`src/hdl/pcf_pkg.sv`:
```
// constants and types of the clock start-up and fail-safe block
package pcf_pkg;
  // register byte offsets
  localparam logic [4:0] OFS_OSC_CONTROL = 5'h00;
  localparam logic [4:0] OFS_OSC_CONTROL_SECOND = 5'h04;
  localparam logic [4:0] OFS_OSC_TUNING = 5'h08;
  localparam logic [4:0] OFS_INT_PRIORITY_TWO = 5'h0c;
  localparam logic [4:0] OFS_INT_ENABLE_TWO = 5'h10;
  localparam logic [4:0] OFS_INT_FLAG_TWO = 5'h14;
  localparam logic [4:0] OFS_CONFIG_WORD_HIGH = 5'h18;
  // values after reset
  localparam logic [7:0] RST_OSC_CONTROL = 8'h30;
  localparam logic [7:0] RST_OSC_CONTROL_SECOND = 8'h04;
  localparam logic [7:0] RST_OSC_TUNING = 8'h00;
  localparam logic [7:0] RST_INT_TWO = 8'h00;
  // field positions and writable masks
  localparam int OSC_FAIL_BIT = 7;
  localparam int PRI_DRIVE_BIT = 2;
  localparam logic [7:0] OSC_CONTROL_RW_MASK = 8'hf3;
  localparam logic [7:0] SECOND_RW_MASK = 8'h04;
  localparam logic [7:0] INT_TWO_RW_MASK = 8'hfa;
  // primary oscillator select codes; 8 and above are internal
  localparam logic [3:0] PRI_SEL_LOW_POWER = 4'h0;
  localparam logic [3:0] PRI_SEL_STANDARD = 4'h1;
  localparam logic [3:0] PRI_SEL_HIGH_SPEED = 4'h2;
  localparam logic [3:0] PRI_SEL_RES_CAP = 4'h3;
  localparam logic [3:0] PRI_SEL_CLOCK_IN = 4'h4;
  localparam logic [3:0] PRI_SEL_INTERNAL_MIN = 4'h8;
  // counts in edges
  localparam int STARTUP_EDGES = 1024;
  localparam int SAMPLE_DIVIDE = 64;
  localparam logic [1:0] SWITCH_OLD_LAST = 2'h1;
  localparam logic [1:0] SWITCH_NEW_LAST = 2'h1;
  // multiplier
  localparam logic [15:0] PLL_MIN_KHZ = 16'h0fa0;
  localparam logic [15:0] PLL_MAX_KHZ = 16'h3e80;
  localparam logic [15:0] PLL_FACTOR = 16'h0004;
  localparam logic [15:0] SECONDARY_KHZ = 16'h0020;
  localparam logic [2:0] FREQ_SEL_8MHZ = 3'h6;
  localparam logic [2:0] FREQ_SEL_16MHZ = 3'h7;

  typedef struct packed {
    logic two_speed_config_enable;
    logic fail_monitor_enable;
    logic pclken;
    logic pll_config_enable;
    logic [3:0] primary_osc_select;
  } pcf_config_t;

  typedef struct packed {
    logic idle_enable;
    logic [2:0] int_osc_freq_select;
    logic startup_status_flag;
    logic hf_stable;
    logic [1:0] sys_clk_select;
  } pcf_osc_control_t;

  typedef struct packed {
    logic int_src;
    logic pll_soft_enable;
    logic [5:0] tune;
  } pcf_osc_tuning_t;

  typedef struct packed {
    logic read;
    logic write;
    logic [4:0] address;
    logic [31:0] writedata;
    logic [3:0] byteenable;
  } pcf_avs_req_t;

  typedef enum logic [1:0] {
    PCF_SRC_INTERNAL,
    PCF_SRC_PRIMARY,
    PCF_SRC_SECONDARY
  } pcf_src_t;

  typedef enum logic [1:0] {
    PCF_SW_IDLE,
    PCF_SW_WAIT_OLD,
    PCF_SW_HOLD
  } pcf_sw_state_t;

  function automatic logic is_external(input logic [3:0] sel);
    return sel < PRI_SEL_INTERNAL_MIN;
  endfunction

  function automatic logic needs_startup_count(input logic [3:0] sel);
    return sel == PRI_SEL_LOW_POWER || sel == PRI_SEL_STANDARD
      || sel == PRI_SEL_HIGH_SPEED;
  endfunction

  function automatic logic [15:0] int_freq_khz(input logic [2:0] sel);
    case (sel)
      3'h7: return 16'h3e80;
      3'h6: return 16'h1f40;
      3'h5: return 16'h0fa0;
      3'h4: return 16'h07d0;
      3'h3: return 16'h03e8;
      3'h2: return 16'h01f4;
      3'h1: return 16'h00fa;
      default: return 16'h001f;
    endcase
  endfunction
endpackage

```
`src/hdl/pcf_clock_control.sv`:
```
// clock start-up, multiplier enable and fail-safe control
//
// What this block does
// - multiplier accepts 4 to 16 MHz references
// - enabled multiplier gives four times input
// - config enable forces on, else software, except for external primary
// - per-source restrictions on both enables
// - two-speed runs internal during start-up count
// - else crystal start waits 1024 oscillations
// - return to primary when count expires
// - two-speed after reset, powerup timer, wake
// - status bit one only on primary
// - monitor enabled by config, all external modes
// - no failure reports during start-up count
// - sample clock is lf oscillator over 64
// - latch set by fall, cleared by sample
// - failure switches internal, sets fail flag
// - interrupt only when fail enable set
// - never returns to failed clock automatically
// - after failure use current frequency select
// - reset or select toggle restarts, then clears
// - flag clears independently of fail condition
// - clock input and rc modes skip count
// - monitor enable forces two-speed on
// - frequency select code table
// - system clock select field decoding
// - glitch-free switch with hold low
//
// Register access over Avalon-MM and the register offsets were left to the implementer.
`timescale 1ns/1ps
module pcf_clock_control #(
  parameter int STARTUP_EDGES = pcf_pkg::STARTUP_EDGES,
  parameter int SAMPLE_DIVIDE = pcf_pkg::SAMPLE_DIVIDE
) (
  input wire logic clk_in,
  input wire logic rst_n_in,
  input wire pcf_pkg::pcf_avs_req_t avs_req_in,
  output logic [31:0] avs_readdata_out,
  output logic avs_waitrequest_out,
  input wire pcf_pkg::pcf_config_t config_word_high_in,
  input wire logic ext_clk_in,
  input wire logic lf_osc_in,
  input wire logic [15:0] ext_ref_khz_in,
  input wire logic wake_in,
  input wire logic powerup_timer_done_in,
  output pcf_pkg::pcf_src_t sys_clk_src_out,
  output logic sys_clk_hold_out,
  output logic [15:0] sys_freq_khz_out,
  output logic pll_enable_out,
  output logic run_enable_out,
  output logic startup_status_flag_out,
  output logic failsafe_out,
  output logic osc_fail_irq_out,
  output logic primary_drive_on_out
);
  localparam logic [10:0] START_LAST = 11'(STARTUP_EDGES - 1);

  if (STARTUP_EDGES < 2 || STARTUP_EDGES > 2048) begin : g_chk_startup
    $error("STARTUP_EDGES must lie in 2 to 2048");
  end

  typedef struct packed {
    pcf_pkg::pcf_osc_control_t osc_control;
    logic [7:0] osc_control_second;
    pcf_pkg::pcf_osc_tuning_t osc_tuning;
    logic [7:0] int_priority;
    logic [7:0] int_enable;
    logic [7:0] int_flag;
    logic ack;
    logic [31:0] rdata;
    logic booted;
    logic ext_prev;
    logic start_run;
    logic [10:0] start_cnt;
    logic clear_armed;
    logic failsafe;
    logic fail_meta;
    logic fail_sync;
    pcf_pkg::pcf_src_t src;
    pcf_pkg::pcf_src_t sw_target;
    pcf_pkg::pcf_sw_state_t sw_state;
    logic [1:0] sw_cnt;
    logic hold;
    logic pll_on;
    logic [15:0] sys_khz;
    logic run;
    logic irq;
  } pcf_ctl_state_t;

  pcf_ctl_state_t state_reg;
  pcf_ctl_state_t state_next;

  logic rst_meta_reg;
  logic rst_sync_reg;
  logic ext_fall;
  logic mon_active;
  logic sample_rise;
  logic sample_fall;
  logic fail_seen;
  logic bus_req;
  logic wr;
  logic [7:0] wdata;
  logic [7:0] rd;
  logic sel_hi_toggle;
  logic two_speed;
  logic start_go;
  logic new_ready;
  logic fail_event;
  logic hf_pll_ok;
  logic pll;
  logic [15:0] ref_khz;
  pcf_pkg::pcf_src_t target;

  // raw reset only releases through these two stages
  always_ff @(posedge clk_in or negedge rst_n_in) begin
    if (!rst_n_in) begin
      rst_meta_reg <= 1'b0;
      rst_sync_reg <= 1'b0;
    end else begin
      rst_meta_reg <= 1'b1;
      rst_sync_reg <= rst_meta_reg;
    end
  end

  assign ext_fall = state_reg.ext_prev & ~ext_clk_in;

  // monitor on for every external mode
  // no count in clock input or rc modes
  assign mon_active = config_word_high_in.fail_monitor_enable
    & pcf_pkg::is_external(config_word_high_in.primary_osc_select)
    & state_reg.booted & ~state_reg.start_run & ~state_reg.failsafe;

  pcf_sample_div #(
    .DIVIDE(SAMPLE_DIVIDE)
  ) u_sample_div (
    .clk_in(clk_in),
    .rst_n_in(rst_sync_reg),
    .lf_osc_in(lf_osc_in),
    .sample_rise_out(sample_rise),
    .sample_fall_out(sample_fall)
  );

  pcf_fail_detect u_fail_detect (
    .clk_in(clk_in),
    .rst_n_in(rst_sync_reg),
    .enable_in(mon_active),
    .ext_fall_in(ext_fall),
    .sample_rise_in(sample_rise),
    .sample_fall_in(sample_fall),
    .fail_out(fail_seen)
  );

  always_comb begin
    state_next = state_reg;
    state_next.ext_prev = ext_clk_in;
    state_next.booted = 1'b1;
    two_speed = config_word_high_in.two_speed_config_enable
      | config_word_high_in.fail_monitor_enable;

    // one wait cycle, then the answer
    bus_req = avs_req_in.read | avs_req_in.write;
    state_next.ack = bus_req & ~state_reg.ack;
    rd = 8'h00;
    case (avs_req_in.address)
      pcf_pkg::OFS_OSC_CONTROL: rd = state_reg.osc_control;
      pcf_pkg::OFS_OSC_CONTROL_SECOND: rd = state_reg.osc_control_second;
      pcf_pkg::OFS_OSC_TUNING: rd = state_reg.osc_tuning;
      pcf_pkg::OFS_INT_PRIORITY_TWO: rd = state_reg.int_priority;
      pcf_pkg::OFS_INT_ENABLE_TWO: rd = state_reg.int_enable;
      pcf_pkg::OFS_INT_FLAG_TWO: rd = state_reg.int_flag;
      pcf_pkg::OFS_CONFIG_WORD_HIGH: rd = config_word_high_in;
      default: rd = 8'h00;
    endcase
    if (bus_req && !state_reg.ack) begin
      state_next.rdata = {24'h000000, rd};
    end
    wr = avs_req_in.write & state_reg.ack & avs_req_in.byteenable[0];
    wdata = avs_req_in.writedata[7:0];
    sel_hi_toggle = 1'b0;
    if (wr) begin
      case (avs_req_in.address)
        pcf_pkg::OFS_OSC_CONTROL: begin
          sel_hi_toggle =
            wdata[1] != state_reg.osc_control.sys_clk_select[1];
          state_next.osc_control =
            (state_reg.osc_control & ~pcf_pkg::OSC_CONTROL_RW_MASK)
            | (wdata & pcf_pkg::OSC_CONTROL_RW_MASK);
        end
        pcf_pkg::OFS_OSC_CONTROL_SECOND: begin
          state_next.osc_control_second =
            wdata & pcf_pkg::SECOND_RW_MASK;
        end
        pcf_pkg::OFS_OSC_TUNING: begin
          state_next.osc_tuning = wdata;
        end
        pcf_pkg::OFS_INT_PRIORITY_TWO: begin
          state_next.int_priority = wdata & pcf_pkg::INT_TWO_RW_MASK;
        end
        pcf_pkg::OFS_INT_ENABLE_TWO: begin
          state_next.int_enable = wdata & pcf_pkg::INT_TWO_RW_MASK;
        end
        pcf_pkg::OFS_INT_FLAG_TWO: begin
          state_next.int_flag = wdata & pcf_pkg::INT_TWO_RW_MASK;
        end
        default: begin
        end
      endcase
    end

    // start after reset, powerup timer, wake
    start_go = ~state_reg.booted | wake_in | powerup_timer_done_in
      | sel_hi_toggle;
    if (~state_reg.booted | sel_hi_toggle) begin
      state_next.clear_armed = 1'b1;
    end
    if (start_go) begin
      if (pcf_pkg::needs_startup_count(
        config_word_high_in.primary_osc_select)) begin
        state_next.start_run = 1'b1;
        state_next.start_cnt = 11'h000;
      end else begin
        state_next.start_run = 1'b0;
        if (state_next.clear_armed) begin
          state_next.failsafe = 1'b0;
          state_next.clear_armed = 1'b0;
        end
      end
    end else if (state_reg.start_run && ext_fall) begin
      state_next.start_cnt = state_reg.start_cnt + 11'h001;
      if (state_reg.start_cnt == START_LAST) begin
        state_next.start_run = 1'b0;
        if (state_reg.clear_armed) begin
          state_next.failsafe = 1'b0;
          state_next.clear_armed = 1'b0;
        end
      end
    end

    state_next.fail_meta = fail_seen;
    state_next.fail_sync = state_reg.fail_meta;
    fail_event = state_reg.fail_sync & mon_active;
    // switch and flag; set beats a clear
    if (fail_event) begin
      state_next.failsafe = 1'b1;
      state_next.clear_armed = 1'b0;
      state_next.int_flag[pcf_pkg::OSC_FAIL_BIT] = 1'b1;
    end
    state_next.irq = state_next.int_flag[pcf_pkg::OSC_FAIL_BIT]
      & state_next.int_enable[pcf_pkg::OSC_FAIL_BIT];

    if (state_reg.failsafe || state_reg.osc_control.sys_clk_select[1])
    begin
      target = pcf_pkg::PCF_SRC_INTERNAL;
    end else if (state_reg.osc_control.sys_clk_select[0]) begin
      target = pcf_pkg::PCF_SRC_SECONDARY;
    end else if (state_next.start_run && two_speed) begin
      target = pcf_pkg::PCF_SRC_INTERNAL;
    end else begin
      target = pcf_pkg::PCF_SRC_PRIMARY;
    end
    // primary only ready after count
    // next count state, so a boot never starts an early switch
    new_ready = target != pcf_pkg::PCF_SRC_PRIMARY || !state_next.start_run;

    // two old edges, hold, two new
    case (state_reg.sw_state)
      pcf_pkg::PCF_SW_IDLE: begin
        if (target != state_reg.src && new_ready) begin
          state_next.sw_state = pcf_pkg::PCF_SW_WAIT_OLD;
          state_next.sw_target = target;
          state_next.sw_cnt = 2'h0;
        end
      end
      pcf_pkg::PCF_SW_WAIT_OLD: begin
        state_next.sw_cnt = state_reg.sw_cnt + 2'h1;
        if (state_reg.sw_cnt == pcf_pkg::SWITCH_OLD_LAST) begin
          state_next.sw_state = pcf_pkg::PCF_SW_HOLD;
          state_next.hold = 1'b1;
          state_next.sw_cnt = 2'h0;
        end
      end
      pcf_pkg::PCF_SW_HOLD: begin
        state_next.sw_cnt = state_reg.sw_cnt + 2'h1;
        if (state_reg.sw_cnt == pcf_pkg::SWITCH_NEW_LAST) begin
          state_next.sw_state = pcf_pkg::PCF_SW_IDLE;
          state_next.src = state_reg.sw_target;
          state_next.hold = 1'b0;
        end
      end
      default: begin
        state_next.sw_state = pcf_pkg::PCF_SW_IDLE;
        state_next.hold = 1'b0;
      end
    endcase

    // crystal without two-speed stalls code
    // held until primary is in, so no code runs before the count
    state_next.run = ~(pcf_pkg::needs_startup_count(
      config_word_high_in.primary_osc_select) && !two_speed
      && target == pcf_pkg::PCF_SRC_PRIMARY
      && (state_next.start_run
      || state_next.src != pcf_pkg::PCF_SRC_PRIMARY)) & ~state_next.hold;
    state_next.osc_control.startup_status_flag =
      state_next.src == pcf_pkg::PCF_SRC_PRIMARY;
    state_next.osc_control.hf_stable = 1'b1;

    // internal needs 8 or 16 MHz
    hf_pll_ok =
      state_reg.osc_control.int_osc_freq_select == pcf_pkg::FREQ_SEL_8MHZ
      || state_reg.osc_control.int_osc_freq_select == pcf_pkg::FREQ_SEL_16MHZ;
    ref_khz = pcf_pkg::int_freq_khz(
      state_reg.osc_control.int_osc_freq_select);
    pll = hf_pll_ok & (config_word_high_in.pll_config_enable
      | state_reg.osc_tuning.pll_soft_enable);
    case (state_reg.src)
      pcf_pkg::PCF_SRC_PRIMARY: begin
        if (pcf_pkg::is_external(config_word_high_in.primary_osc_select))
        begin
          ref_khz = ext_ref_khz_in;
          // reference from 4 to 16 MHz
          pll = config_word_high_in.pll_config_enable
            && ext_ref_khz_in >= pcf_pkg::PLL_MIN_KHZ
            && ext_ref_khz_in <= pcf_pkg::PLL_MAX_KHZ;
        end
      end
      pcf_pkg::PCF_SRC_SECONDARY: begin
        ref_khz = pcf_pkg::SECONDARY_KHZ;
        pll = 1'b0;
      end
      default: begin
      end
    endcase
    state_next.pll_on = pll;
    state_next.sys_khz = pll ? 16'(ref_khz * pcf_pkg::PLL_FACTOR)
      : ref_khz;
  end

  always_ff @(posedge clk_in or negedge rst_sync_reg) begin
    if (!rst_sync_reg) begin
      state_reg <= '0;
      state_reg.osc_control <= pcf_pkg::RST_OSC_CONTROL;
      state_reg.osc_control_second <= pcf_pkg::RST_OSC_CONTROL_SECOND;
      state_reg.osc_tuning <= pcf_pkg::RST_OSC_TUNING;
      state_reg.int_priority <= pcf_pkg::RST_INT_TWO;
      state_reg.int_enable <= pcf_pkg::RST_INT_TWO;
      state_reg.int_flag <= pcf_pkg::RST_INT_TWO;
    end else begin
      state_reg <= state_next;
    end
  end

  assign avs_waitrequest_out = bus_req & ~state_reg.ack;
  assign avs_readdata_out = state_reg.rdata;
  assign sys_clk_src_out = state_reg.src;
  assign sys_clk_hold_out = state_reg.hold;
  assign sys_freq_khz_out = state_reg.sys_khz;
  assign pll_enable_out = state_reg.pll_on;
  assign run_enable_out = state_reg.run;
  assign startup_status_flag_out =
    state_reg.osc_control.startup_status_flag;
  assign failsafe_out = state_reg.failsafe;
  assign osc_fail_irq_out = state_reg.irq;
  assign primary_drive_on_out =
    state_reg.osc_control_second[pcf_pkg::PRI_DRIVE_BIT];
endmodule // pcf_clock_control

```
`src/hdl/pcf_sample_div.sv`:
```
// divides the low-frequency oscillator into the monitor sample clock
`timescale 1ns/1ps
module pcf_sample_div #(
  parameter int DIVIDE = pcf_pkg::SAMPLE_DIVIDE
) (
  input wire logic clk_in,
  input wire logic rst_n_in,
  input wire logic lf_osc_in,
  output logic sample_rise_out,
  output logic sample_fall_out
);
  localparam logic [7:0] HALF_LAST = 8'(DIVIDE / 2 - 1);

  typedef struct packed {
    logic lf_prev;
    logic [7:0] cnt;
    logic sample;
    logic rise;
    logic fall;
  } pcf_div_state_t;

  pcf_div_state_t state_reg;
  pcf_div_state_t state_next;

  if (DIVIDE < 2 || DIVIDE > 512 || DIVIDE % 2 != 0) begin : g_chk
    $error("DIVIDE must be even, 2 to 512");
  end

  always_comb begin
    state_next = state_reg;
    state_next.lf_prev = lf_osc_in;
    state_next.rise = 1'b0;
    state_next.fall = 1'b0;
    if (lf_osc_in && !state_reg.lf_prev) begin
      state_next.cnt = state_reg.cnt + 8'h01;
      if (state_reg.cnt == HALF_LAST) begin
        state_next.cnt = 8'h00;
        state_next.sample = ~state_reg.sample;
        state_next.rise = ~state_reg.sample;
        state_next.fall = state_reg.sample;
      end
    end
  end

  always_ff @(posedge clk_in or negedge rst_n_in) begin
    if (!rst_n_in) begin
      state_reg <= '0;
    end else begin
      state_reg <= state_next;
    end
  end

  assign sample_rise_out = state_reg.rise;
  assign sample_fall_out = state_reg.fall;
endmodule // pcf_sample_div

```
`src/hdl/pcf_fail_detect.sv`:
```
// latch-based detector of a stopped external clock
`timescale 1ns/1ps
module pcf_fail_detect (
  input wire logic clk_in,
  input wire logic rst_n_in,
  input wire logic enable_in,
  input wire logic ext_fall_in,
  input wire logic sample_rise_in,
  input wire logic sample_fall_in,
  output logic fail_out
);
  typedef struct packed {
    logic seen;
    logic fail;
  } pcf_det_state_t;

  pcf_det_state_t state_reg;
  pcf_det_state_t state_next;

  always_comb begin
    state_next = state_reg;
    // set on ext fall, clear on sample rise
    if (!enable_in) begin
      state_next = '0;
    end else begin
      if (sample_rise_in) begin
        state_next.seen = 1'b0;
      end
      // a fall in the same cycle wins, avoiding a false alarm
      if (ext_fall_in) begin
        state_next.seen = 1'b1;
      end
      if (sample_fall_in && !state_reg.seen && !ext_fall_in) begin
        state_next.fail = 1'b1;
      end
    end
  end

  always_ff @(posedge clk_in or negedge rst_n_in) begin
    if (!rst_n_in) begin
      state_reg <= '0;
    end else begin
      state_reg <= state_next;
    end
  end

  assign fail_out = state_reg.fail;
endmodule // pcf_fail_detect

```
`config.mk`:
```
export PLATFORM = sky130hd
export DESIGN_NAME = pcf_clock_control
export DESIGN_NICKNAME = d
export VERILOG_FILES = /design/src/hdl/pcf_pkg.sv /design/src/hdl/pcf_clock_control.sv /design/src/hdl/pcf_sample_div.sv /design/src/hdl/pcf_fail_detect.sv
export SDC_FILE = /design/constraint.sdc
export NUM_CORES = 1
export LEC_CHECK = 0
export ABC_AREA = 1
export BUFFER_PORTS_ARGS = -buffer_cell sky130_fd_sc_hd__buf_2
export CORE_ASPECT_RATIO = 1.4
export CORE_UTILIZATION = 49
export DETAILED_ROUTE_END_ITERATION = 12
export PLACE_DENSITY = 0.77
export SETUP_SLACK_MARGIN = 0.1
export SLEW_MARGIN = 25
export SYNTH_ARGS = -nofsm -noshare
export SYNTH_HDL_FRONTEND = slang
export SYNTH_SLANG_ARGS = --single-unit
```
`constraint.sdc`:
```
create_clock -name clk_in -period 3.2 [get_ports clk_in]
set_clock_uncertainty 0.05 [all_clocks]
set_input_delay 0.32 -clock clk_in [delete_from_list [all_inputs] [get_ports clk_in]]
set_output_delay 0.32 -clock clk_in [all_outputs]
set_load 0.02 [all_outputs]
```
; Word level (Yosys, flattened, before mapping)
; Index checks and enable logic that the tools add are counted.
[op_classes]
addsub = 3
n_mul = 0
n_div = 0
order_cmp = 3
n_eq_ne = 36
shifts = 0
muxes = 42
n_bitwise = 28
reduce_logical = 44
[op_table]
columns = operator, n
row1 = $pmux 14 s7, 1
row2 = $pmux 8 s7, 1
row3 = $mux 16, 3
row4 = $pmux 16 s2, 1
row5 = $mux 14, 2
row6 = $mux 11, 2
row7 = $mux 2, 11
row8 = $reduce_and 2->1, 10
row9 = $ge 16x12->1 const B, 1
row10 = $le 16x14->1 const B, 1
row11 = $mux 8, 2
row12 = $eq 5x5->1 const B, 3
row13 = $mux 1, 13
row14 = $and 1x1->1, 12
row15 = $eq 3x3->1 const B, 4
row16 = $logic_and 1x1->1, 12
row17 = $pmux 2 s3, 2
row18 = $reduce_bool 3->1, 4
row19 = $add 11x1->11 const B, 1
row20 = $eq 11x10->1 const B, 1
row21 = $eq 2x1->1 const B, 5
row22 = $eq 5x4->1 const B, 2
row23 = $add 8x1->8 const B, 1
row24 = $eq 8x5->1 const B, 1
row25 = 30 further kinds, 60
[totals]
regBits = 105
latch_bits = 0
mem_bits_rw = 0
rom_bits = 0
inputBits = 73
elab_cells = 197
mem_count = 0

; Depth between registers and ports, before layout
; Gate-level depths: netlist of run 1.
[depth]
word_depth = 18
depth_mapped = 14
depth_no_buf = 14

; By module
; From an unflattened synthesis of run 1, not the netlist that was laid out.
[hier_totals]
hier_cells = 671
area_unflattened_um2 = 5621.6
[by_module_without_submodules]
columns = mod, n_inst, cells_each, area_each_um2, seq_area_each_um2
row1 = pcf_clock_control, 1, 598, 4964.8, 2280.9
row2 = pcf_sample_div, 1, 63, 568.0, 300.3
row3 = pcf_fail_detect, 1, 10, 88.8, 50.0

; Least setup slack after synthesis of run 1
; No wires, ideal clock.
[synth_path]
path_kind = reg2reg
from = register state_reg (netlist bit sys_clk_src_out[0])
to = register state_reg (netlist bit sys_freq_khz_out[7])
arrival_ps = 1760
required_ps = 3020
setup_slack_ps = 1260
stages_incl_launch_ff = 11
path_buffers = 1
period_less_slack_ps = 1940
cell_sequence = dfrtp_1 inv_1 ha_1 nor2_4 inv_2 a21oi_1 inv_1 nor2_1 a21boi_2 buf_2 o21ai_0
[synth_rtl]
columns = item, line_no
row1 = from (decl), pcf_clock_control.sv:90  ; pcf_ctl_state_t state_reg;
row2 = from (signal assigned), pcf_clock_control.sv:348  ; state_reg <= state_next;

==> flow_metrics.py, run 1 <==
metrics = {
    "floorplan": {
        "rows": 45,
        "ios": 131,
        "die_area_sq_mm": 0.0118,
        "start_util_pct": 50.8,
        "fp.coreArea_sq_mm": 0.0109,
        "die_x_um": 91.9,
        "die_height_um": 128,
    },
    "placement": {
        "place.gp.congestion": 0.944,
        "place_hpwl_um": 8990,
        "port_buffers": 79,
        "place_area_sq_mm": 0.00579,
    },
    "power": {
        "internal_power_uw": 2520,
        "pwr-share-clk_pct": 25.4,
        "p_seq_share_pct": 42.2,
        "p_comb_share_pct": 32.4,
        "power_density_mw_per_mm2": 654,
        "sw_frac_of_total_pct": 36.6,
        "vdd_drop_max_uv": 329,
        "leakage_uw": 0.00308,
        "p_switching_uw": 1450,
    },
    "setup_path": {
        "r2r_setup_slack_ns": 0.65,
        "path_cells": "inv_1, ha_1, nor2_4, inv_2, a21oi_1, inv_1, nor2_1, a21boi_2, o21ai_0",
        "critPathCaptureType": "flop",
        "cpPeakStageDelay_ns": 0.47,
        "crit_fanout": 17,
        "cp.required_ns": 3.35,
        "crit_top_cell": "inv_1",
        "slowest_stage": "a21boi_2",
        "arrival_ns": 2.70,
        "rr_endpoint": "sys_freq_khz_out[7]",
        "worstSetupStartpointType": "flop",
        "critical_path_class": "reg2reg",
        "reg2regPathDepth": 9,
        "critical_path.reg2reg.startpoint": "sys_clk_src_out[0]",
    },
    "cells_and_area": {
        "fillers": 977,
        "drive_gt1_share_pct": 18.0,
        "multiInputGateArea_sq_mm": 0.00227,
        "diodes": 0,
        "area_delta_synth_final_pct": 9.36,
        "largest_reg_flops": 55,
        "seq_area_sq_mm": 0.00264,
        "fin_area_sq_mm": 0.00606,
        "fin_nets": 793,
    },
    "timing": {
        "min_period_ns": 2.55,
        "clock.fmax_mhz": 392,
        "hold_viol": 0,
        "tightest_slew_ns": 0.564,
        "slew_violations": 0,
        "whs_ns": 0.0393,
        "rsz0062_at_grt": "false",
        "setup_viol": 0,
        "fin_crit_sh_pct": 79.8,
        "setup_tns_ns": 0,
        "slew_headroom_pct": 62.3,
    },
    "clock_network": {
        "cts_max_level": 3,
        "cts_root_buf": "clkbuf_16",
        "cts_tree": "yes",
        "worstSkewPairLatency_ns": 0.35,
        "clk_path_buf_depth": 2,
        "clock-sinks": 105,
        "cts.clk_slew.worst_paths_ns": 0.07,
        "cts_buffers": 9,
    },
    "worst_hold_path": {
        "holdPathStages": 1,
        "min_from": "lf_osc_in",
        "min_to": "u_sample_div.state_reg[11]",
        "hold_path_class": "in2reg",
    },
    "synth": {
        "yosys-top-cells-area": "dfrtp_1, nand2_1, buf_4",
        "synth-simple-area-share_pct": 21.5,
        "ys.flop_type": "dfrtp_1",
        "yosys.area.top_type": "dfrtp_1",
        "synth_compound_area_share_pct": 13.1,
        "ys_ff_latch": 105,
        "synth.most_common_cell": "nand2_1",
        "ys_seq_area_share_pct": 47.5,
        "synth_common_cells": "nand2_1, dfrtp_1, inv_1",
        "synth_xor_area_share_pct": 2.21,
        "netlist_area_sq_mm": 0.00555,
        "synth_mux_area_share_pct": 0.203,
        "synth_top_area_share_pct": 46.0,
        "synth_top_family_by_area": "simple AND/OR/NAND/NOR gates",
        "yosysUniqueCellTypes": 48,
        "synth_edf_count": 0,
        "synth_area_per_cell_sq_um": 8.44,
        "synth_warnings": 0,
        "async_flop_share_pct": 100,
        "synth_fa_ha_area_share_pct": 2.26,
        "syn_inst": 657,
    },
    "drt": {
        "drt-total-wl_um": 11800,
        "drt_first_pass_iters": 5,
        "routedWlPerCell_um": 13.8,
        "vias_per_cell": 5.30,
        "final_antenna_net_count": 0,
        "drt_iter0_markers": 328,
        "vias": 4539,
        "route.detailed.drc": 0,
    },
    "outcome": {
        "status": "complete, no violations",
    },
    "job": {
        "drv_cap": 0,
    },
    "global_route": {
        "grt-ovfl-total": 0,
        "grt_max_degree": 62,
        "antenna_found_initial": 0,
        "grt_pass1_wl_um": 19800,
        "track_usage_pct": 21.3,
        "grt_pass1_vias": 4388,
    },
}
==> cell families after synthesis <==
group,Yosys count
flops,105
buf+inv,139
simple gates,261
compound gates,125
mux,1
fa+ha+maj,10
other cells,2
xor+xnor,14
==> power groups by stage <==
stage	logic (uW)	registers, uW	clock network [uW]
after floorplan	1050	1710	0
after global placement	1220	1690	0
after detailed placement	1270	1700	0
after CTS	1280	1680	1030
after global routing	1450	1700	1090
final	1280	1670	1010
==> worst max-delay path by stage <==
stage | startpoint | end | slack, ns | cells after the start
finish | sys_clk_src_out[0] | sys_freq_khz_out[7] | 0.65 | 9
floorplan | sys_clk_src_out[0] | sys_freq_khz_out[7] | 1.26 | 10
CTS | sys_clk_src_out[0] | sys_freq_khz_out[7] | 0.67 | 9
global route | sys_clk_src_out[0] | sys_freq_khz_out[10] | 0.36 | 10
detailed placement | sys_clk_src_out[0] | sys_freq_khz_out[7] | 0.69 | 9
global placement | sys_clk_src_out[0] | sys_freq_khz_out[11] | 0.79 | 9
==> layout by cell type (no fill, tap or decap), types with 2 or more instances in the layout <==
master	instances
dfrtp_1	101
a22o_1	2
inv_2	3
clkinv_2	2
clkbuf_1	3
conb_1	26
o21ai_1	6
nand2_2	8
o2111ai_1	3
nor2_2	2
nor2_1	37
nor3_2	2
clkbuf_16	9
nand3_1	29
nor4_1	2
ha_1	10
buf_2	79
nand4_1	4
or2_2	5
a221oi_1	6
nor2_4	2
xor2_1	11
a211oi_1	2
a21oi_1	14
o22ai_1	5
xnor2_1	3
nand2_4	2
o211ai_1	8
o21ai_0	71
inv_1	73
nand3_4	2
nand2_1	146
nor3_1	15
dfstp_2	3
==> repair_timing <==
action,in CTS,in global routing
hold buffers,1,0
setup endpoints to repair,0,0
endpoints found under the hold margin,2,0
buffers inserted,0,0
resized for setup,0,0
==> per-stage QoR <==
step | worst slack [ns] | std cells | total power (uW) | util, %
after floorplan | 1.26 | 681 | 2750 | -
after global placement | 0.786 | 839 | 2910 | 53.0
after detailed placement | 0.687 | 839 | 2970 | 53.0
after CTS | 0.669 | 856 | 3980 | 55.5
after global routing | 0.360 | 856 | 4240 | 55.5
final | 0.647 | 856 | 3970 | 55.5
==> layer usage <==
metal	part of all wire [%]	global-route usage (%)
met2	51	37.4
met5	0	0
met1	39	24.8
met3	5.7	3.62
met4	3.7	10.8
==> critical path, delay by kind of cell, from the launching register on <==
family / cells / cell delay [ns]
adder cells (fa/ha/maj): 1 / 0.36
buffers and inverters: 3 / 0.35
AO/OA/AOI/OAI: 3 / 0.81
flip-flops: 1 / 0.39
AND/OR/NAND/NOR: 2 / 0.45
==> final cells by class <==
cell class / count / area share (%)
multi-input combinational: 437 / 37.5
sequential: 105 / 43.4
tap: 141 / 2.91
clock buffer: 13 / 4.13
timing repair buffer: 81 / 7.01
clock inverter: 3 / 0.289
inverter: 76 / 4.70
Note: power is estimated with default switching activity, not from simulation.
==> inputs of run 2 (changes only) <==
==> constraint.sdc (replaced) <==
create_clock -name clk_in -period 2.31 [get_ports clk_in]
set_clock_uncertainty 0.05 [all_clocks]
set_input_delay 0.231 -clock clk_in [delete_from_list [all_inputs] [get_ports clk_in]]
set_output_delay 0.231 -clock clk_in [all_outputs]
set_load 0.02 [all_outputs]
==> run 2 against run 1 <==
Cell area increased by 2.3%. Critical endpoint is now sys_freq_khz_out[10]. Worst setup slack got worse by 0.39 ns. Sequential power up 39%. Cell count grew 1.8%. Highest routed layer unchanged. Die area unchanged. Fmax rose by 24%. Sequential share of layout area down 0.98 points. Critical path depth is 1 higher.
==> flow_metrics.py, run 2 (synthesized netlist as in run 1, its figures left out) <==
metrics = {
    "cells_and_area": {
        "most-common-layout-cells": "nand2_1, dfrtp_1, buf_2",
        "final_common_cell": "nand2_1",
        "area_delta_synth_final_pct": 11.9,
        "seq_area_sq_mm": 0.00264,
        "fin_area_sq_mm": 0.00620,
        "fillers": 1006,
        "multiInputGateArea_sq_mm": 0.00229,
        "diodes": 0,
        "fin_nets": 808,
        "largest_reg_flops": 55,
        "drive_gt1_share_pct": 20.0,
    },
    "timing": {
        "setup_tns_ns": 0,
        "fin_crit_sh_pct": 89.0,
        "min_period_ns": 2.06,
        "slew_violations": 0,
        "rsz0062_at_grt": "false",
        "setup_viol": 0,
        "slew_headroom_pct": 61.0,
        "whs_ns": 0.112,
        "hold_viol": 0,
        "clock.fmax_mhz": 486,
        "tightest_slew_ns": 0.582,
    },
    "drt": {
        "vias_per_cell": 5.20,
        "drt-total-wl_um": 12200,
        "routedWlPerCell_um": 14.0,
        "vias": 4530,
        "route.detailed.drc": 0,
        "drt_iter0_markers": 281,
        "drt_first_pass_iters": 5,
        "final_antenna_net_count": 0,
    },
    "setup_path": {
        "reg2regPathDepth": 10,
        "cp.required_ns": 2.48,
        "critPathCaptureType": "flop",
        "crit_top_cell": "inv_1",
        "cpPeakStageDelay_ns": 0.39,
        "path_cells": "inv_1, ha_1, nor2_4, inv_2, a21oi_1, inv_1, nor2_2, a21boi_4, buf_4, o21ai_0",
        "slowest_stage": "dfrtp_1",
        "worstSetupStartpointType": "flop",
        "crit_fanout": 9,
        "critical_path_class": "reg2reg",
        "arrival_ns": 2.23,
    },
    "floorplan": {
        "ios": 131,
        "die_area_sq_mm": 0.0118,
        "die_height_um": 128,
        "rows": 45,
        "die_x_um": 91.9,
        "start_util_pct": 50.8,
        "fp.coreArea_sq_mm": 0.0109,
    },
    "global_route": {
        "grt_pass1_wl_um": 19800,
        "track_usage_pct": 21.5,
        "grt_pass1_vias": 4342,
        "grt-ovfl-total": 0,
        "grt_max_degree": 39,
        "antenna_found_initial": 0,
    },
    "clock_network": {
        "cts_tree": "yes",
        "clock-sinks": 105,
        "cts_root_buf": "clkbuf_16",
        "worstSkewPairLatency_ns": 0.35,
        "cts_buffers": 9,
        "cts_max_level": 3,
        "cts.clk_slew.worst_paths_ns": 0.07,
        "clk_path_buf_depth": 2,
    },
    "worst_hold_path": {
        "holdPathStages": 3,
        "hold_path_class": "in2reg",
    },
    "job": {
        "drv_cap": 0,
    },
    "placement": {
        "place_hpwl_um": 9180,
        "place_area_sq_mm": 0.00586,
        "place.gp.congestion": 0.889,
        "port_buffers": 79,
    },
    "power": {
        "power_density_mw_per_mm2": 904,
        "total_power_uw": 5610,
        "leakage_uw": 0.00316,
        "vdd_drop_max_uv": 406,
    },
    "outcome": {
        "status": "complete, no violations",
    },
}
-- run 2: final cells by class --
type                    instances  share of cell area (%)
clock inverters                 5                   0.504
multi-input cells             437                    36.9
inverters                      76                    4.60
well taps                     141                    2.84
flip-flops and latches        105                    42.5
repair buffers                 96                    8.81
clock buffers                  11                    3.91
-- run 2: power breakdown --
group	internal (uW)	total, uW	switching [uW]
logic	659	1870	1210
registers	2140	2320	180
clock network	757	1420	663
-- run 2: routing by layer --
layer / global-route usage [%] / routed length (um) / up-vias
met2: 37.9 / 6230 / 181
met1: 24.8 / 4830 / 2112
met5: 0 / 0 / -
met3: 3.91 / 678 / 32
li1: - / - / 2205
met4: 11.2 / 419 / 0
-- run 2: worst paths after layout --
check                                   start                   end  slack [ns]
max                        sys_clk_src_out[0]  sys_freq_khz_out[10]        0.25
min                        ext_ref_khz_in[15]  sys_freq_khz_out[15]        0.11
max reg2reg                sys_clk_src_out[0]  sys_freq_khz_out[10]        0.25
min reg2reg                      rst_sync_reg        state_reg[106]        0.20
max in group asynchronous        rst_sync_reg  primary_drive_on_out        1.33
min in group asynchronous            rst_n_in          rst_sync_reg        0.14
-- run 2: stage by stage --
step                setup WS [ns]  util (%)  cells
finish                      0.254      56.8    871
global route                0.109      56.8    871
CTS                         0.173      56.5    868
detailed placement          0.118      53.7    849
global placement            0.207      53.7    849
floorplan                   0.370         -    681
-- run 2: repair_timing --
| action | 4_1_cts | 5_1_grt |
|---|---|---|
| setup endpoints to repair | 1 | 16 |
| hold endpoints to repair | 4 | 0 |
| gates resized for setup | 1 | 3 |
| pin swaps | 0 | 1 |
| buffers inserted | 0 | 3 |
| hold buffers | 3 | 0 |
| gates cloned | 0 | 0 |
-- run 2: worst max-delay path, delay by kind of cell (launching register included) --
kind	cells	cell delay, ns
buffers and inverters	4	0.41
AOI/OAI and AO/OA	3	0.41
DFF	1	0.39
adders and majority gates	1	0.36
and+or+nand+nor	2	0.31
==> inputs of run 3 (changes only) <==
--- a/config.mk
+++ b/config.mk
@@ -10,7 +10,7 @@
 export CORE_ASPECT_RATIO = 1.4
 export CORE_UTILIZATION = 49
 export DETAILED_ROUTE_END_ITERATION = 12
-export PLACE_DENSITY = 0.77
+export PLACE_DENSITY = 0.76
 export SETUP_SLACK_MARGIN = 0.1
 export SLEW_MARGIN = 25
 export SYNTH_ARGS = -nofsm -noshare
==> run 3 against run 2 <==
Total power rose by 1.4%. Wire length rose by 0.82%. Via count rose by 0.77%. Combinational power barely moved. Critical path depth did not move. Sequential cell count did not move. Die area did not move. Sequential power barely moved. Non-clock buffer count fell by 3. Count of clock-buffer cells in the layout did not move. Fmax fell by 1.3%. Cell area barely moved.
==> flow_metrics.py, run 3 (synthesized netlist as in run 1, its figures left out) <==
metrics = {
    "power": {
        "vdd_drop_max_uv": 437,
        "leakage_uw": 0.00315,
        "power_density_mw_per_mm2": 917,
    },
    "clock_network": {
        "cts_root_buf": "clkbuf_16",
        "cts_max_level": 3,
        "clk_path_buf_depth": 2,
        "cts_buffers": 9,
        "cts.clk_slew.worst_paths_ns": 0.07,
        "cts_tree": "yes",
        "worstSkewPairLatency_ns": 0.35,
        "clock-sinks": 105,
    },
    "worst_hold_path": {
        "holdPathStages": 3,
        "hold_path_class": "in2reg",
    },
    "cells_and_area": {
        "fillers": 997,
        "fin_nets": 805,
        "diodes": 0,
        "most-common-layout-cells": "nand2_1, dfrtp_1, buf_2",
        "multiInputGateArea_sq_mm": 0.00228,
        "largest_reg_flops": 55,
        "final_cells": 868,
        "drive_gt1_share_pct": 19.7,
        "final_common_cell": "nand2_1",
        "fin_area_sq_mm": 0.00621,
        "seq_area_sq_mm": 0.00264,
        "area_delta_synth_final_pct": 11.9,
    },
    "timing": {
        "rsz0062_at_grt": "true",
        "fin_crit_sh_pct": 90.2,
        "slew_violations": 0,
        "whs_ns": 0.0846,
        "tightest_slew_ns": 0.629,
        "min_period_ns": 2.08,
        "hold_viol": 0,
        "slew_headroom_pct": 57.7,
        "worst_slack_ns": 0.226,
        "setup_viol": 0,
        "clock.fmax_mhz": 480,
        "setup_tns_ns": 0,
    },
    "drt": {
        "drt_first_pass_iters": 4,
        "vias_per_cell": 5.26,
        "vias": 4565,
        "routedWlPerCell_um": 14.1,
        "drt-total-wl_um": 12300,
        "route.detailed.drc": 0,
        "drt_iter0_markers": 228,
        "final_antenna_net_count": 0,
    },
    "floorplan": {
        "ios": 131,
        "die_area_sq_mm": 0.0118,
        "die_x_um": 91.9,
        "fp.coreArea_sq_mm": 0.0109,
        "die_height_um": 128,
        "start_util_pct": 50.8,
        "rows": 45,
    },
    "global_route": {
        "grt_max_degree": 45,
        "antenna_found_initial": 0,
        "grt-ovfl-total": 0,
        "track_usage_pct": 22.0,
        "grt_pass1_wl_um": 20300,
        "grt_pass1_vias": 4438,
    },
    "job": {
        "drv_cap": 0,
    },
    "setup_path": {
        "cp.required_ns": 2.48,
        "arrival_ns": 2.25,
        "crit_top_cell": "inv_1",
        "slowest_stage": "dfrtp_1",
        "path_cells": "inv_1, ha_1, nor2_4, inv_2, a21oi_1, inv_1, nor2_1, nand2_2, nand2_1, o21ai_0",
        "worstSetupStartpointType": "flop",
        "crit_fanout": 16,
        "critPathCaptureType": "flop",
        "critical_path_class": "reg2reg",
        "reg2regPathDepth": 10,
        "cpPeakStageDelay_ns": 0.39,
    },
    "placement": {
        "pre_cts_ws_ns": 0.125,
        "place_area_sq_mm": 0.00585,
        "port_buffers": 79,
        "dpl.cell_count": 848,
        "place.gp.congestion": 0.908,
        "place_hpwl_um": 9190,
    },
    "outcome": {
        "status": "complete, no violations",
    },
}
run 3: power by group:
group	switching [uW]	total, uW	internal (uW)
Sequential	182	2320	2140
Combinational	1240	1890	651
Clock	684	1480	795
Total	2100	5690	3590
run 3: final timing paths:
kind	from	end	slack, ns
max	sys_clk_src_out[0]	sys_freq_khz_out[12]	0.23
max reg2reg	sys_clk_src_out[0]	sys_freq_khz_out[12]	0.23
min reg2reg	rst_sync_reg	state_reg[106]	0.29
min	ext_ref_khz_in[14]	sys_freq_khz_out[14]	0.08
max in group asynchronous	rst_sync_reg	state_reg[107]	1.24
min in group asynchronous	rst_n_in	rst_sync_reg	0.13
run 3: layout make-up:
cell class / count / share of cell area [%]
clock buffers: 11 / 4.07
clock inverters: 5 / 0.625
inverters: 76 / 4.60
multi-input cells: 437 / 36.8
flip-flops and latches: 105 / 42.5
well taps: 141 / 2.84
repair buffers: 93 / 8.59
run 3: layer usage:
metal  up-vias  global-route usage, %  wire, um
li1       2190                      -         -
met2       179                   38.4      6260
met3        33                   4.74       703
met1      2163                   25.3      4800
met4         0                   11.1       495
met5         -                      0         0
run 3: worst max-delay path: cells and delay by family (launching register included):
| kind | cells | cell delay (ns) |
|---|---|---|
| AND/OR/NAND/NOR | 4 | 0.68 |
| flip-flops | 1 | 0.39 |
| adder cells (fa/ha/maj) | 1 | 0.36 |
| AO/OA/AOI/OAI | 2 | 0.24 |
| buffers and inverters | 3 | 0.22 |
run 3: timing repair:
action	4_1_cts	5_1_grt
pin swaps	0	0
gates resized for setup	1	1
hold buffers	3	0
hold endpoints to repair	4	0
setup endpoints to repair	2	13
buffers inserted	0	1
run 3: stage by stage:
step                power [uW]  util, %
detailed placement        4170     53.6
global route              6040     56.8
floorplan                 3820        -
global placement          4080     53.6
CTS                       5670     56.6
finish                    5690     56.8
